**config.mk**
```make
export PLATFORM = sky130hd
export DESIGN_NAME = mtc_timer
export DESIGN_NICKNAME = d
export VERILOG_FILES = /design/src/inc/mtc_pkg.sv /design/src/verilog/mtc_prescaler.sv /design/src/verilog/mtc_pin_filter.sv /design/src/verilog/mtc_timer.sv
export VERILOG_INCLUDE_DIRS = /design/src /design/src/inc
export SDC_FILE = /design/constraint.sdc
export NUM_CORES = 1
export LEC_CHECK = 0
export ABC_AREA = 1
export BUFFER_PORTS_ARGS = -buffer_cell sky130_fd_sc_hd__buf_2
export CORE_MARGIN = 1
export CORE_UTILIZATION = 40
export CTS_CLUSTER_DIAMETER = 30
export DETAILED_ROUTE_END_ITERATION = 10
export HOLD_SLACK_MARGIN = 0.15
export PLACE_DENSITY = 0.62
export SLEW_MARGIN = 5
export SYNTH_ARGS = -nofsm -noshare
export SYNTH_HDL_FRONTEND = slang
export SYNTH_HIERARCHICAL = 1
export SYNTH_SLANG_ARGS = --single-unit
```
**constraint.sdc**
```tcl
create_clock -name clk_i -period 5.6 [get_ports clk_i]
set_input_delay 1.68 -clock clk_i [delete_from_list [all_inputs] [get_ports clk_i]]
set_output_delay 1.68 -clock clk_i [all_outputs]
set_load 0.005 [all_outputs]
```
**src/inc/mtc_cfg.svh**
```systemverilog
// Constants of the multimode timer counter: offsets, fields, resets, timing
`ifndef MTC_CFG_SVH
`define MTC_CFG_SVH

// Register byte offsets on the Wishbone bus
`define MTC_ADR_CTRL 8'h00
`define MTC_ADR_MATCH 8'h04
`define MTC_ADR_CAPTURE 8'h08
`define MTC_ADR_STATUS 8'h0C

// Control register fields
`define MTC_CTRL_W 11
`define MTC_F_MODE_LSB 0
`define MTC_F_MODE_MSB 2
`define MTC_F_START_LSB 3
`define MTC_F_START_MSB 4
`define MTC_F_CLKSEL_LSB 5
`define MTC_F_CLKSEL_MSB 6
`define MTC_F_ACAP 7
`define MTC_F_TSTOP 8
`define MTC_F_CAPMODE 9
`define MTC_F_WINNEG 10

// Status register fields above the live count
`define MTC_ST_RUN 16
`define MTC_ST_PEND 17
`define MTC_ST_LEVEL 18

// Mode codes of the control field
`define MTC_MODE_TIMER 3'h0
`define MTC_MODE_EXT 3'h1
`define MTC_MODE_EVENT 3'h2
`define MTC_MODE_WINDOW 3'h3
`define MTC_MODE_PULSE 3'h4

// Start field codes
`define MTC_START_STOP 2'h0
`define MTC_START_CMD 2'h1
`define MTC_START_RISE 2'h2
`define MTC_START_FALL 2'h3

// Reset values
`define MTC_CTRL_RST 11'h000
`define MTC_MATCH_RST 16'hFFFF
`define MTC_CAPTURE_RST 16'h0000

// Noise filter in fast-clock periods; the hold count sits between limits
`define MTC_FILT_REJECT_FC 4
`define MTC_FILT_DETECT_FC 12
`define MTC_FILT_HOLD ((`MTC_FILT_REJECT_FC + `MTC_FILT_DETECT_FC) / 2)
`define MTC_FILT_CW 4

// Source clock dividers as powers of two, per clock select code
`define MTC_DIV_LOG0 11
`define MTC_DIV_LOG1 7
`define MTC_DIV_LOG2 3
`define MTC_DIV_LOG3 0
`define MTC_DIV_W 11

`endif

```
**src/inc/mtc_pkg.sv**
```systemverilog
// Types shared by the multimode timer counter modules
package mtc_pkg;
`include "mtc_cfg.svh"

	// Decoded operating mode
	typedef enum logic [2:0] {
		MTC_M_TIMER,
		MTC_M_EXT,
		MTC_M_EVENT,
		MTC_M_WINDOW,
		MTC_M_PULSE,
		MTC_M_IDLE
	} mtc_mode_t;

	// State of the pin filter
	typedef struct packed {
		logic [2:0] sync;
		logic [`MTC_FILT_CW-1:0] cnt;
		logic level;
	} mtc_filt_t;

	// State of the source clock divider
	typedef struct packed {
		logic [`MTC_DIV_W-1:0] cnt;
	} mtc_div_t;

	// State of the timer core
	typedef struct packed {
		logic [`MTC_CTRL_W-1:0] ctrl;
		logic [15:0] cnt;
		logic [15:0] match;
		logic [7:0] match_lo;
		logic [15:0] pend_val;
		logic pend;
		logic [15:0] capture;
		logic run;
		logic pin_prev;
		logic ack;
		logic [31:0] rdata;
		logic irq;
	} mtc_state_t;

endpackage : mtc_pkg

```
**src/verilog/mtc_prescaler.sv**
```systemverilog
// Source clock divider giving one-cycle tick enables
module mtc_prescaler
	import mtc_pkg::*;
(
	input wire logic clk_i,
	input wire logic rst_i,
	input wire logic [1:0] sel_i,
	output logic tick_o
);

	mtc_div_t st_reg;
	mtc_div_t st_next;
	logic [3:0] ticks; // One tick per select code

	// Tick when the low bits of the free counter are all ones
	generate
		for (genvar g = 0; g < 4; g++) begin : g_tick
			localparam int LG = (g == 0) ? `MTC_DIV_LOG0 :
				(g == 1) ? `MTC_DIV_LOG1 :
				(g == 2) ? `MTC_DIV_LOG2 : `MTC_DIV_LOG3;
			localparam int M1 = (1 << LG) - 1;
			localparam logic [`MTC_DIV_W-1:0] MASK = M1[`MTC_DIV_W-1:0];
			assign ticks[g] = (st_reg.cnt & MASK) == MASK;
		end
	endgenerate

	assign tick_o = ticks[sel_i];

	// Free-running count; never stopped so rates stay phase-stable
	always_comb begin
		st_next = st_reg;
		st_next.cnt = st_reg.cnt + 1'b1;
	end

	// State register
	always_ff @(posedge clk_i) begin
		if (rst_i) begin
			st_reg <= '0;
		end else begin
			st_reg <= st_next;
		end
	end

endmodule : mtc_prescaler

```
**src/verilog/mtc_pin_filter.sv**
```systemverilog
// Synchroniser and noise filter for the timer input pin
module mtc_pin_filter
	import mtc_pkg::*;
(
	input wire logic clk_i,
	input wire logic rst_i,
	input wire logic pin_i,
	input wire logic bypass_i,
	output logic level_o
);

	mtc_filt_t st_reg;
	mtc_filt_t st_next;
	logic agree; // Second and third stage match

	assign agree = st_reg.sync[1] == st_reg.sync[2];
	assign level_o = st_reg.level;

	// Short pulses never reach the hold count, so they are dropped
	always_comb begin
		st_next = st_reg;
		st_next.sync = {st_reg.sync[1:0], pin_i};
		st_next.cnt = '0;
		if (bypass_i) begin
			// Low power: take the synchronised level directly
			if (agree) begin
				st_next.level = st_reg.sync[2];
			end
		end else if (agree && st_reg.sync[2] != st_reg.level) begin
			// Count the time the new level stays put
			if (st_reg.cnt == `MTC_FILT_CW'(`MTC_FILT_HOLD - 1)) begin
				st_next.level = st_reg.sync[2];
			end else begin
				st_next.cnt = st_reg.cnt + 1'b1;
			end
		end
	end

	// State register
	always_ff @(posedge clk_i) begin
		if (rst_i) begin
			st_reg <= '0;
		end else begin
			st_reg <= st_next;
		end
	end
endmodule : mtc_pin_filter

```
**src/verilog/mtc_timer.sv**
```systemverilog
// Multimode 16-bit timer counter with Wishbone register access
//
// Notes on behaviour
// - Timer mode: count ticks, match interrupts and clears
// - Auto-capture copies count each source clock in timer, event and window modes (pin edge in event mode)
// - External trigger: selected pin edge starts counting
// - External trigger: match clears, halts, interrupts
// - Stop select one: opposite edge clears, halts quietly
// - External trigger: halted counter restarts from zero on trigger
// - Stop select zero: opposite and early triggers ignored
// - Filter drops short pulses, passes long ones
// - Low power modes bypass the pin filter
// - Event mode: count pin edges, match clears
// - Event match acts on the opposite edge
// - Window mode: pin level gates tick counting
// - Single capture: opposite edge captures, sets count to one, halts
// - Double capture: both edges capture, trigger clears
// - Single capture holds count at one
// - Match value loads on next source clock after upper byte (pin edge in event mode)
// - Stop power mode forces start field to stop
module mtc_timer
	import mtc_pkg::*;
(
	input wire logic clk_i,
	input wire logic rst_i,
	input wire logic wb_cyc_i,
	input wire logic wb_stb_i,
	input wire logic wb_we_i,
	input wire logic [7:0] wb_adr_i,
	input wire logic [3:0] wb_sel_i,
	input wire logic [31:0] wb_dat_i,
	output logic [31:0] wb_dat_o,
	output logic wb_ack_o,
	input wire logic timer_input_pin_i,
	input wire logic low_power_i,
	input wire logic stop_mode_i,
	output logic timer_one_irq_o
);

	// Decode the three-bit mode field into the mode type
	function automatic mtc_mode_t mtc_decode_mode(input logic [2:0] code);
		mtc_mode_t m;
		m = MTC_M_IDLE;
		case (code)
			`MTC_MODE_TIMER: m = MTC_M_TIMER;
			`MTC_MODE_EXT: m = MTC_M_EXT;
			`MTC_MODE_EVENT: m = MTC_M_EVENT;
			`MTC_MODE_WINDOW: m = MTC_M_WINDOW;
			`MTC_MODE_PULSE: m = MTC_M_PULSE;
			default: m = MTC_M_IDLE;
		endcase
		return m;
	endfunction : mtc_decode_mode

	mtc_state_t st_reg; // All timer state
	mtc_state_t st_next; // Its next value
	mtc_mode_t mode; // Decoded mode
	logic [1:0] start; // Start field
	logic run_en; // Start field is not stop
	logic acap; // Auto-capture enable
	logic tstop; // Trigger-stop select
	logic capmode; // One for single-edge capture
	logic winneg; // Window counts on low level
	logic tick; // Internal source clock enable
	logic lvl; // Filtered pin level
	logic rise; // Filtered rising edge
	logic fall; // Filtered falling edge
	logic trig; // Selected edge
	logic opp; // Opposite edge
	logic src_evt; // Source clock of the counter
	logic gate; // Window open
	logic hit; // Count equals match
	logic bus_req; // Bus access taken this cycle, acknowledged the next
	logic [7:0] bus_adr; // Word-aligned byte address

	// Control fields out of the control vector
	assign mode = mtc_decode_mode(
		st_reg.ctrl[`MTC_F_MODE_MSB:`MTC_F_MODE_LSB]);
	assign start = st_reg.ctrl[`MTC_F_START_MSB:`MTC_F_START_LSB];
	assign run_en = start != `MTC_START_STOP;
	assign acap = st_reg.ctrl[`MTC_F_ACAP];
	assign tstop = st_reg.ctrl[`MTC_F_TSTOP];
	assign capmode = st_reg.ctrl[`MTC_F_CAPMODE];
	assign winneg = st_reg.ctrl[`MTC_F_WINNEG];

	// Divider for the selectable internal source clock
	mtc_prescaler u_prescaler (
		.clk_i(clk_i),
		.rst_i(rst_i),
		.sel_i(st_reg.ctrl[`MTC_F_CLKSEL_MSB:`MTC_F_CLKSEL_LSB]),
		.tick_o(tick)
	);

	// Pin synchroniser and filter; bypassed in low power modes
	mtc_pin_filter u_pin_filter (
		.clk_i(clk_i),
		.rst_i(rst_i),
		.pin_i(timer_input_pin_i),
		.bypass_i(low_power_i),
		.level_o(lvl)
	);

	// Edge detection on the filtered level; start 01 counts as rising
	assign rise = lvl & ~st_reg.pin_prev;
	assign fall = ~lvl & st_reg.pin_prev;
	assign trig = (start == `MTC_START_FALL) ? fall : rise;
	assign opp = (start == `MTC_START_FALL) ? rise : fall;
	// Event mode is clocked by the pin, all others by the divider
	assign src_evt = (mode == MTC_M_EVENT) ? trig : tick;
	assign gate = lvl ^ winneg;
	assign hit = st_reg.cnt == st_reg.match;
	assign bus_req = wb_cyc_i & wb_stb_i & ~st_reg.ack;
	assign bus_adr = {wb_adr_i[7:2], 2'b00};

	assign wb_dat_o = st_reg.rdata;
	assign wb_ack_o = st_reg.ack;
	assign timer_one_irq_o = st_reg.irq;

	// Next-state logic: counter, capture, match staging and bus
	always_comb begin
		st_next = st_reg;
		st_next.irq = 1'b0;
		st_next.ack = bus_req;
		st_next.pin_prev = lvl;

		// Counting per mode
		if (!run_en) begin
			// Stopped: counter held clear, trigger disarmed
			st_next.cnt = '0;
			st_next.run = 1'b0;
		end else begin
			case (mode)
				MTC_M_TIMER: begin
					// Free running on the source tick
					if (tick) begin
						if (hit) begin
							st_next.irq = 1'b1;
							st_next.cnt = '0;
						end else begin
							st_next.cnt = st_reg.cnt + 1'b1;
						end
					end
				end
				MTC_M_EXT: begin
					if (!st_reg.run) begin
						// Armed: trigger edge starts from zero
						if (trig) begin
							st_next.run = 1'b1;
							st_next.cnt = '0;
						end
					end else if (tick && hit) begin
						// Match wins over any edge
						st_next.irq = 1'b1;
						st_next.cnt = '0;
						st_next.run = 1'b0;
					end else if (tstop && opp) begin
						// Pulse ended early: no interrupt
						st_next.cnt = '0;
						st_next.run = 1'b0;
					end else if (tick) begin
						// Edges while running are ignored otherwise
						st_next.cnt = st_reg.cnt + 1'b1;
					end
				end
				MTC_M_EVENT: begin
					// Count on the selected edge
					if (trig) begin
						st_next.cnt = st_reg.cnt + 1'b1;
					end else if (opp && hit) begin
						// Compare only on the opposite edge
						st_next.irq = 1'b1;
						st_next.cnt = '0;
					end
				end
				MTC_M_WINDOW: begin
					// Ticks only count while the window is open
					if (tick && gate) begin
						if (hit) begin
							st_next.irq = 1'b1;
							st_next.cnt = '0;
						end else begin
							st_next.cnt = st_reg.cnt + 1'b1;
						end
					end
				end
				MTC_M_PULSE: begin
					if (!st_reg.run) begin
						// Wait for the trigger edge; held count stays
						if (trig) begin
							st_next.run = 1'b1;
						end
					end else if (capmode) begin
						if (opp) begin
							// Single edge: capture and park at one
							st_next.capture = st_reg.cnt;
							st_next.irq = 1'b1;
							st_next.cnt = 16'h0001;
							st_next.run = 1'b0;
						end else if (tick) begin
							st_next.cnt = st_reg.cnt + 1'b1;
						end
					end else if (trig) begin
						// Double edge: period end, capture and clear
						st_next.capture = st_reg.cnt;
						st_next.irq = 1'b1;
						st_next.cnt = '0;
					end else begin
						// Mid-period edge captures without clearing
						if (opp) begin
							st_next.capture = st_reg.cnt;
							st_next.irq = 1'b1;
						end
						if (tick) begin
							st_next.cnt = st_reg.cnt + 1'b1;
						end
					end
				end
				default: begin
					// Unused mode codes leave the counter alone
					st_next.cnt = st_reg.cnt;
				end
			endcase
		end

		// Auto-capture on every source clock of a started timer, event or window counter
		if (acap && run_en && src_evt && (mode == MTC_M_TIMER ||
			mode == MTC_M_EVENT || mode == MTC_M_WINDOW)) begin
			st_next.capture = st_reg.cnt;
		end

		// Staged match value goes live on the next source clock
		if (st_reg.pend && src_evt) begin
			st_next.match = st_reg.pend_val;
			st_next.pend = 1'b0;
		end

		// Register access; a write lands with the acknowledge
		if (bus_req) begin
			st_next.rdata = '0;
			case (bus_adr)
				`MTC_ADR_CTRL: begin
					st_next.rdata[`MTC_CTRL_W-1:0] = st_reg.ctrl;
					if (wb_we_i && wb_sel_i[0]) begin
						st_next.ctrl[7:0] = wb_dat_i[7:0];
					end
					if (wb_we_i && wb_sel_i[1]) begin
						st_next.ctrl[`MTC_CTRL_W-1:8] =
							wb_dat_i[`MTC_CTRL_W-1:8];
					end
				end
				`MTC_ADR_MATCH: begin
					st_next.rdata[15:0] = st_reg.match;
					// Low byte alone is only staged
					if (wb_we_i && wb_sel_i[0]) begin
						st_next.match_lo = wb_dat_i[7:0];
					end
					// Upper byte commits the pair
					if (wb_we_i && wb_sel_i[1]) begin
						st_next.pend_val = {wb_dat_i[15:8],
							wb_sel_i[0] ? wb_dat_i[7:0] : st_reg.match_lo};
						st_next.pend = 1'b1;
					end
				end
				`MTC_ADR_CAPTURE: begin
					st_next.rdata[15:0] = st_reg.capture;
				end
				`MTC_ADR_STATUS: begin
					st_next.rdata[15:0] = st_reg.cnt;
					st_next.rdata[`MTC_ST_RUN] = st_reg.run;
					st_next.rdata[`MTC_ST_PEND] = st_reg.pend;
					st_next.rdata[`MTC_ST_LEVEL] = lvl;
				end
				default: begin
					// Unmapped words read zero and ignore writes
					st_next.rdata = '0;
				end
			endcase
		end

		// Stop power mode overrides any start written this cycle
		if (stop_mode_i) begin
			st_next.ctrl[`MTC_F_START_MSB:`MTC_F_START_LSB] =
				`MTC_START_STOP;
		end
	end

	// State register; reset leaves the timer stopped and clear
	always_ff @(posedge clk_i) begin
		if (rst_i) begin
			st_reg <= '0;
			st_reg.ctrl <= `MTC_CTRL_RST;
			st_reg.match <= `MTC_MATCH_RST;
			st_reg.capture <= `MTC_CAPTURE_RST;
		end else begin
			st_reg <= st_next;
		end
	end
endmodule : mtc_timer

```
* Word level (Yosys, flattened, before mapping)
Index checks and enable logic that the tools add are counted.
** Operators by class
- Magnitude comparators :: 1
- Add/sub/neg operators :: 3
- Muxes and demuxes :: 60
- Bitwise operators :: 10
- Equal/unequal tests :: 26
- Reductions and logical operators :: 35
** Operators with widths (number)
- 16-bit 2-to-1 mux :: 21
- 16-bit case mux with 5 select lines :: 1
- 11-bit case mux with 4 select lines :: 1
- 1-bit 2-to-1 mux :: 29
- 17-bit 2-to-1 mux :: 1
- 16-bit by 1-bit adder with 16-bit output (second input constant) :: 1
- 16-bit equality test :: 1
- 3-bit case mux with 5 select lines :: 1
- 5-bit case mux with 3 select lines :: 1
- 3-bit AND reduction :: 5
- 2-bit nonzero test :: 7
- 3-bit by 2-bit equality test with 1-bit output (second input constant) :: 4
- 6-bit by 2-bit equality test with 1-bit output (second input constant) :: 2
- 11-bit by 1-bit adder with 11-bit output (second input constant) :: 1
- 11-bit equality test (second input constant) :: 1
- 1-bit logical AND :: 11
- 3-bit equality test (second input constant) :: 3
- 8-bit logical NOT :: 1
- 8-bit 2-to-1 mux :: 1
- 7-bit equality test (second input constant) :: 1
- 3-bit by 1-bit equality test with 1-bit output (second input constant) :: 2
- 6-bit by 1-bit equality test with 1-bit output (second input constant) :: 1
- 3-bit logical NOT :: 2
- 2-bit inequality test (second input constant) :: 3
- other kinds (24) :: 33
** Storage, ports and cells
- Word-level logic and storage cells :: 153
- Flip-flop bits (word level) :: 126
- Input port bits :: 52
- Output and inout bits :: 34

* Logic depth before layout (Yosys ltp)
- Depth after elaboration :: 10
- Gate-level depth with buffers :: 17
- Mapped depth without buffers :: 16

* Modules after synthesis
The synthesis kept the hierarchy.
** By module, submodules not included
- mtc_timer :: cells an instance 900, area an instance 5865.6 sq um, instances 1, sequential area each 2142.1 sq um
- mtc_prescaler :: cells an instance 83, area an instance 585.6 sq um, instances 1, sequential area each 220.2 sq um
- mtc_pin_filter :: cells an instance 43, area an instance 332.8 sq um, instances 1, sequential area each 160.2 sq um

* Worst setup path before layout
Ideal clock, no wire load.
- Path type :: input -> register
- From :: input port wb_adr_i[5]
- To :: register st_reg[61] in the netlist's numbering
- Buffers on the path :: 0
- Arrival :: 2.771 ns
- Slack :: 2.713 ns
- Data required time :: 5.484 ns
- Stages on the path :: 8
- Library setup time :: 0.116 ns
- Cell sequence :: nor2_1 > nand3_1 > nor2_1 > inv_2 > nor2_1 > clkinv_1 > nor2_1 > nor2_1
** On the way
- Cells in the longest elaborated chain, start to end :: 2
** RTL lines
- start: declaration :: RTL line mtc_timer.sv:29 : input wire logic [7:0] wb_adr_i,
- 6-bit by 1-bit equality test with 1-bit output :: RTL line mtc_timer.sv:240 : case (bus_adr)
- 3-bit AND reduction (no source line)
- end signal: assignment :: RTL line mtc_timer.sv:295 : st_reg <= st_next;
- end: declaration :: RTL line mtc_timer.sv:55 : mtc_state_t st_reg;
No other way between the ends.
A chain may end at the register's enable or synchronous reset.

* Worst setup path after layout
- From :: input port wb_adr_i[5]
- To :: register st_reg, in the netlist wb_dat_o[11]
** On the way
- Cells in the longest elaborated chain, start to end :: 2
- Elaborated cells on any way between the ends :: 4
- Classes of those cells :: eq/ne (3); mux (1)
** RTL lines (RTL line)
- 6-bit by 2-bit equality test with 1-bit output or 6-bit by 1-bit equality test with 1-bit output (tied branches) :: mtc_timer.sv:240
- 5-bit case mux with 3 select lines * :: mtc_timer.sv:240
Every way passes the cells marked *; elsewhere a longest branch is shown, timed or not.

==> metrics.yaml <==
synth_largest_area_cell: "dfxtp_1"
r2r_slack_ns: 2.27
rr_worst_depth: 14
num_antenna_cells: 0
start_util_pct: 40.9
clock.fmax_ghz: 0.298
grt_pass1_vias: 5817
grt_overflow: 0
antenna_found_initial: 0
grt_max_degree: 47
timing.slew.headroom_pct: 28.2
cts_tree: "done"
yosys_most_used_dff: "dfxtp_1"
p_leak_nw: 3.30
worstPathArrival_ns: 3.71
drtIter0Drc: 419
via_per_inst: 5.03
fp.dieH_um: 132
h-tree-depth: 4
placed_cell_area_mm2: 0.00699
dp.cells: 1246
end_kind: "flop"
cts.sinks: 126
synth.area.top_cells: "dfxtp_1 37%, nand2_1 14%, a21oi_1 7.3%"
syn-cell-area_mm2: 0.00678
numCtsBuffers: 17
drive_gt1_share_pct: 12.5
final_cell_mix: "245 x nand2_1, 126 x dfxtp_1, 123 x nor2_1"
tightest_slew_ns: 1.07
setup-violations-final: 0
final_common_cell: "nand2_1"
drtPass1Iterations: 5
r2r-start: "u_prescaler/st_reg[0]$_SDFF_PP0_"
fillers: 1743
rows: 47
post-dp-hpwl_mm: 12.5
maxSlewViolCount: 0
design_area_mm2: 0.00759
rsz0062_at_grt: "no"
synth_top_area_share_pct: 37.2
hold_violations: 0
post-route-period-util_pct: 60.0
largest_register_ffs: 84
clk_pin_slew_worst_paths_ns: 0.06
dieArea_mm2: 0.0175
avgSynthCellArea_um2: 6.61
fin_util_pct: 45.8
startpoint_type: "input port"
cts_repair_resize_count: 0
critPathLaunch: "wb_adr_i[5]"
crit_type: "input port to flop"
vdd_drop_max_mv: 0.261
holdWs_ns: 0.420
routabilityCongestion: 0.835
cts_max_path_buffers: 2
via_count: 6426
fin_setup_tns_ns: 0
skew_ns: 0.00998
cts_setup_buffers: 0
cts_hold_buf: 0
ys_seq_elements: 126
status: "completed"
core_mm2: 0.0166
wl_per_cell_um: 14.4
nets: 1101
ys_seq_area_share_pct: 37.2
critical_path_required_ns: 5.95
finalNonFillerCells: 1278
critPathMaxFanout: 17
grt.total_usage_pct: 21.8
p_per_area_mw_per_mm2: 277
fin_crit_ns: 3.36
drt_wl_total_mm: 18.4
io_buffers: 52
ios: 86
fp.dieW_um: 132
grt_pass1_wl_mm: 30.1
reg2reg_to: "st_reg[92]$_SDFFE_PP1P_"
synth_cell_types: 38
ant_nets: 0
cap_violations: 0
ctsRootBufferMaster: "clkbuf_16"
yosys_warnings: 6
clk-insertion-delay-late_ns: 0.42
synth_edf_count: 0
min_path_type: "flop to flop"
syn_inst: 1026
async_flop_share_pct: 0
drcViolationCount: 0
area_delta_synth_final_pct: 11.8
endpoint: "wb_dat_o[11]$_SDFFE_PP0P_"
==> cells by family after synthesis <==
logic type | count (synthesis) | synth area share [%]
other | 1 | 0.0553
xor gates and xnor gates | 8 | 1.03
AOI/OAI and AO/OA | 229 | 18.6
DFF | 126 | 37.2
and+or+nand+nor | 460 | 29.0
buffers and inverters | 198 | 13.3
adders and majority gates | 4 | 0.738
==> worst max-delay path, stage by stage <==
cell	delay (ns)
buf_2	0.10
nor2_1	0.21
nand4_1	0.87
o22ai_1	0.53
o21ai_0	0.16
a21oi_1	0.14
==> how the worst min path moves through the flow <==
stage,from,end,slack (ns),cells past startpoint
6_report,u_pin_filter/st_next[6]$_SDFF_PP0_,u_pin_filter/st_next[7]$_SDFF_PP0_,0.42,2
3_5_place_dp,u_pin_filter/st_next[6]$_SDFF_PP0_,u_pin_filter/st_next[7]$_SDFF_PP0_,0.41,2
3_3_place_gp,u_pin_filter/st_next[6]$_SDFF_PP0_,u_pin_filter/st_next[7]$_SDFF_PP0_,0.41,2
2_1_floorplan,u_pin_filter/st_next[6]$_SDFF_PP0_,u_pin_filter/st_next[7]$_SDFF_PP0_,0.39,2
4_1_cts,u_pin_filter/st_next[6]$_SDFF_PP0_,u_pin_filter/st_next[7]$_SDFF_PP0_,0.42,2
5_1_grt,u_pin_filter/st_next[6]$_SDFF_PP0_,u_pin_filter/st_next[7]$_SDFF_PP0_,0.44,2
==> per-layer routing <==
| layer | global-route usage (%) | share of wire (%) |
|---|---|---|
| met5 | 0 | 0 |
| met2 | 34.4 | 45 |
| met1 | 29.3 | 48 |
| met3 | 4.84 | 5.4 |
| met4 | 7.34 | 2.1 |
==> Yosys cell counts, types with 2 or more instances <==
master / n
a211oi_1: 2
a21oi_1: 99
a31oi_1: 3
buf_1: 2
buf_2: 8
buf_4: 34
buf_6: 3
clkbuf_1: 24
clkinv_1: 4
dfxtp_1: 126
ha_1: 4
inv_1: 116
inv_2: 7
nand2_1: 245
nand2_2: 8
nand3_1: 49
nand3_2: 3
nand4_1: 8
nor2_1: 123
nor2_2: 4
nor2_4: 3
nor3_1: 4
nor3_2: 3
o211ai_1: 21
o21a_1: 2
o21ai_0: 66
o21ai_1: 4
o21ai_2: 3
o22ai_1: 28
or2_2: 5
xor2_1: 8
==> cell type report <==
class                           count  area (um2)  area share, %
Sequential cell                   126        2520           33.2
Inverter                          127         477           6.28
Clock inverter                     14         158           2.08
Clock buffer                       18         439           5.79
Timing Repair Buffer               59         313           4.12
Tap cell                          220         275           3.63
Multi-Input combinational cell    714        3400           44.9
==> power by group <==
part,total [mW],internal [mW],switching (mW)
registers,0.907,0.903,0.00449
logic,0.0720,0.0230,0.0489
clock network,1.12,0.675,0.445
==> stage by stage <==
step           power [mW]  setup slack (ns)
3_3_place_gp        0.998              1.87
5_1_grt              2.17              1.96
4_1_cts              2.12              2.25
6_report             2.10              2.24
2_1_floorplan       0.976              2.71
3_5_place_dp        0.998              1.85
Note: power is estimated with default switching activity, not from simulation.
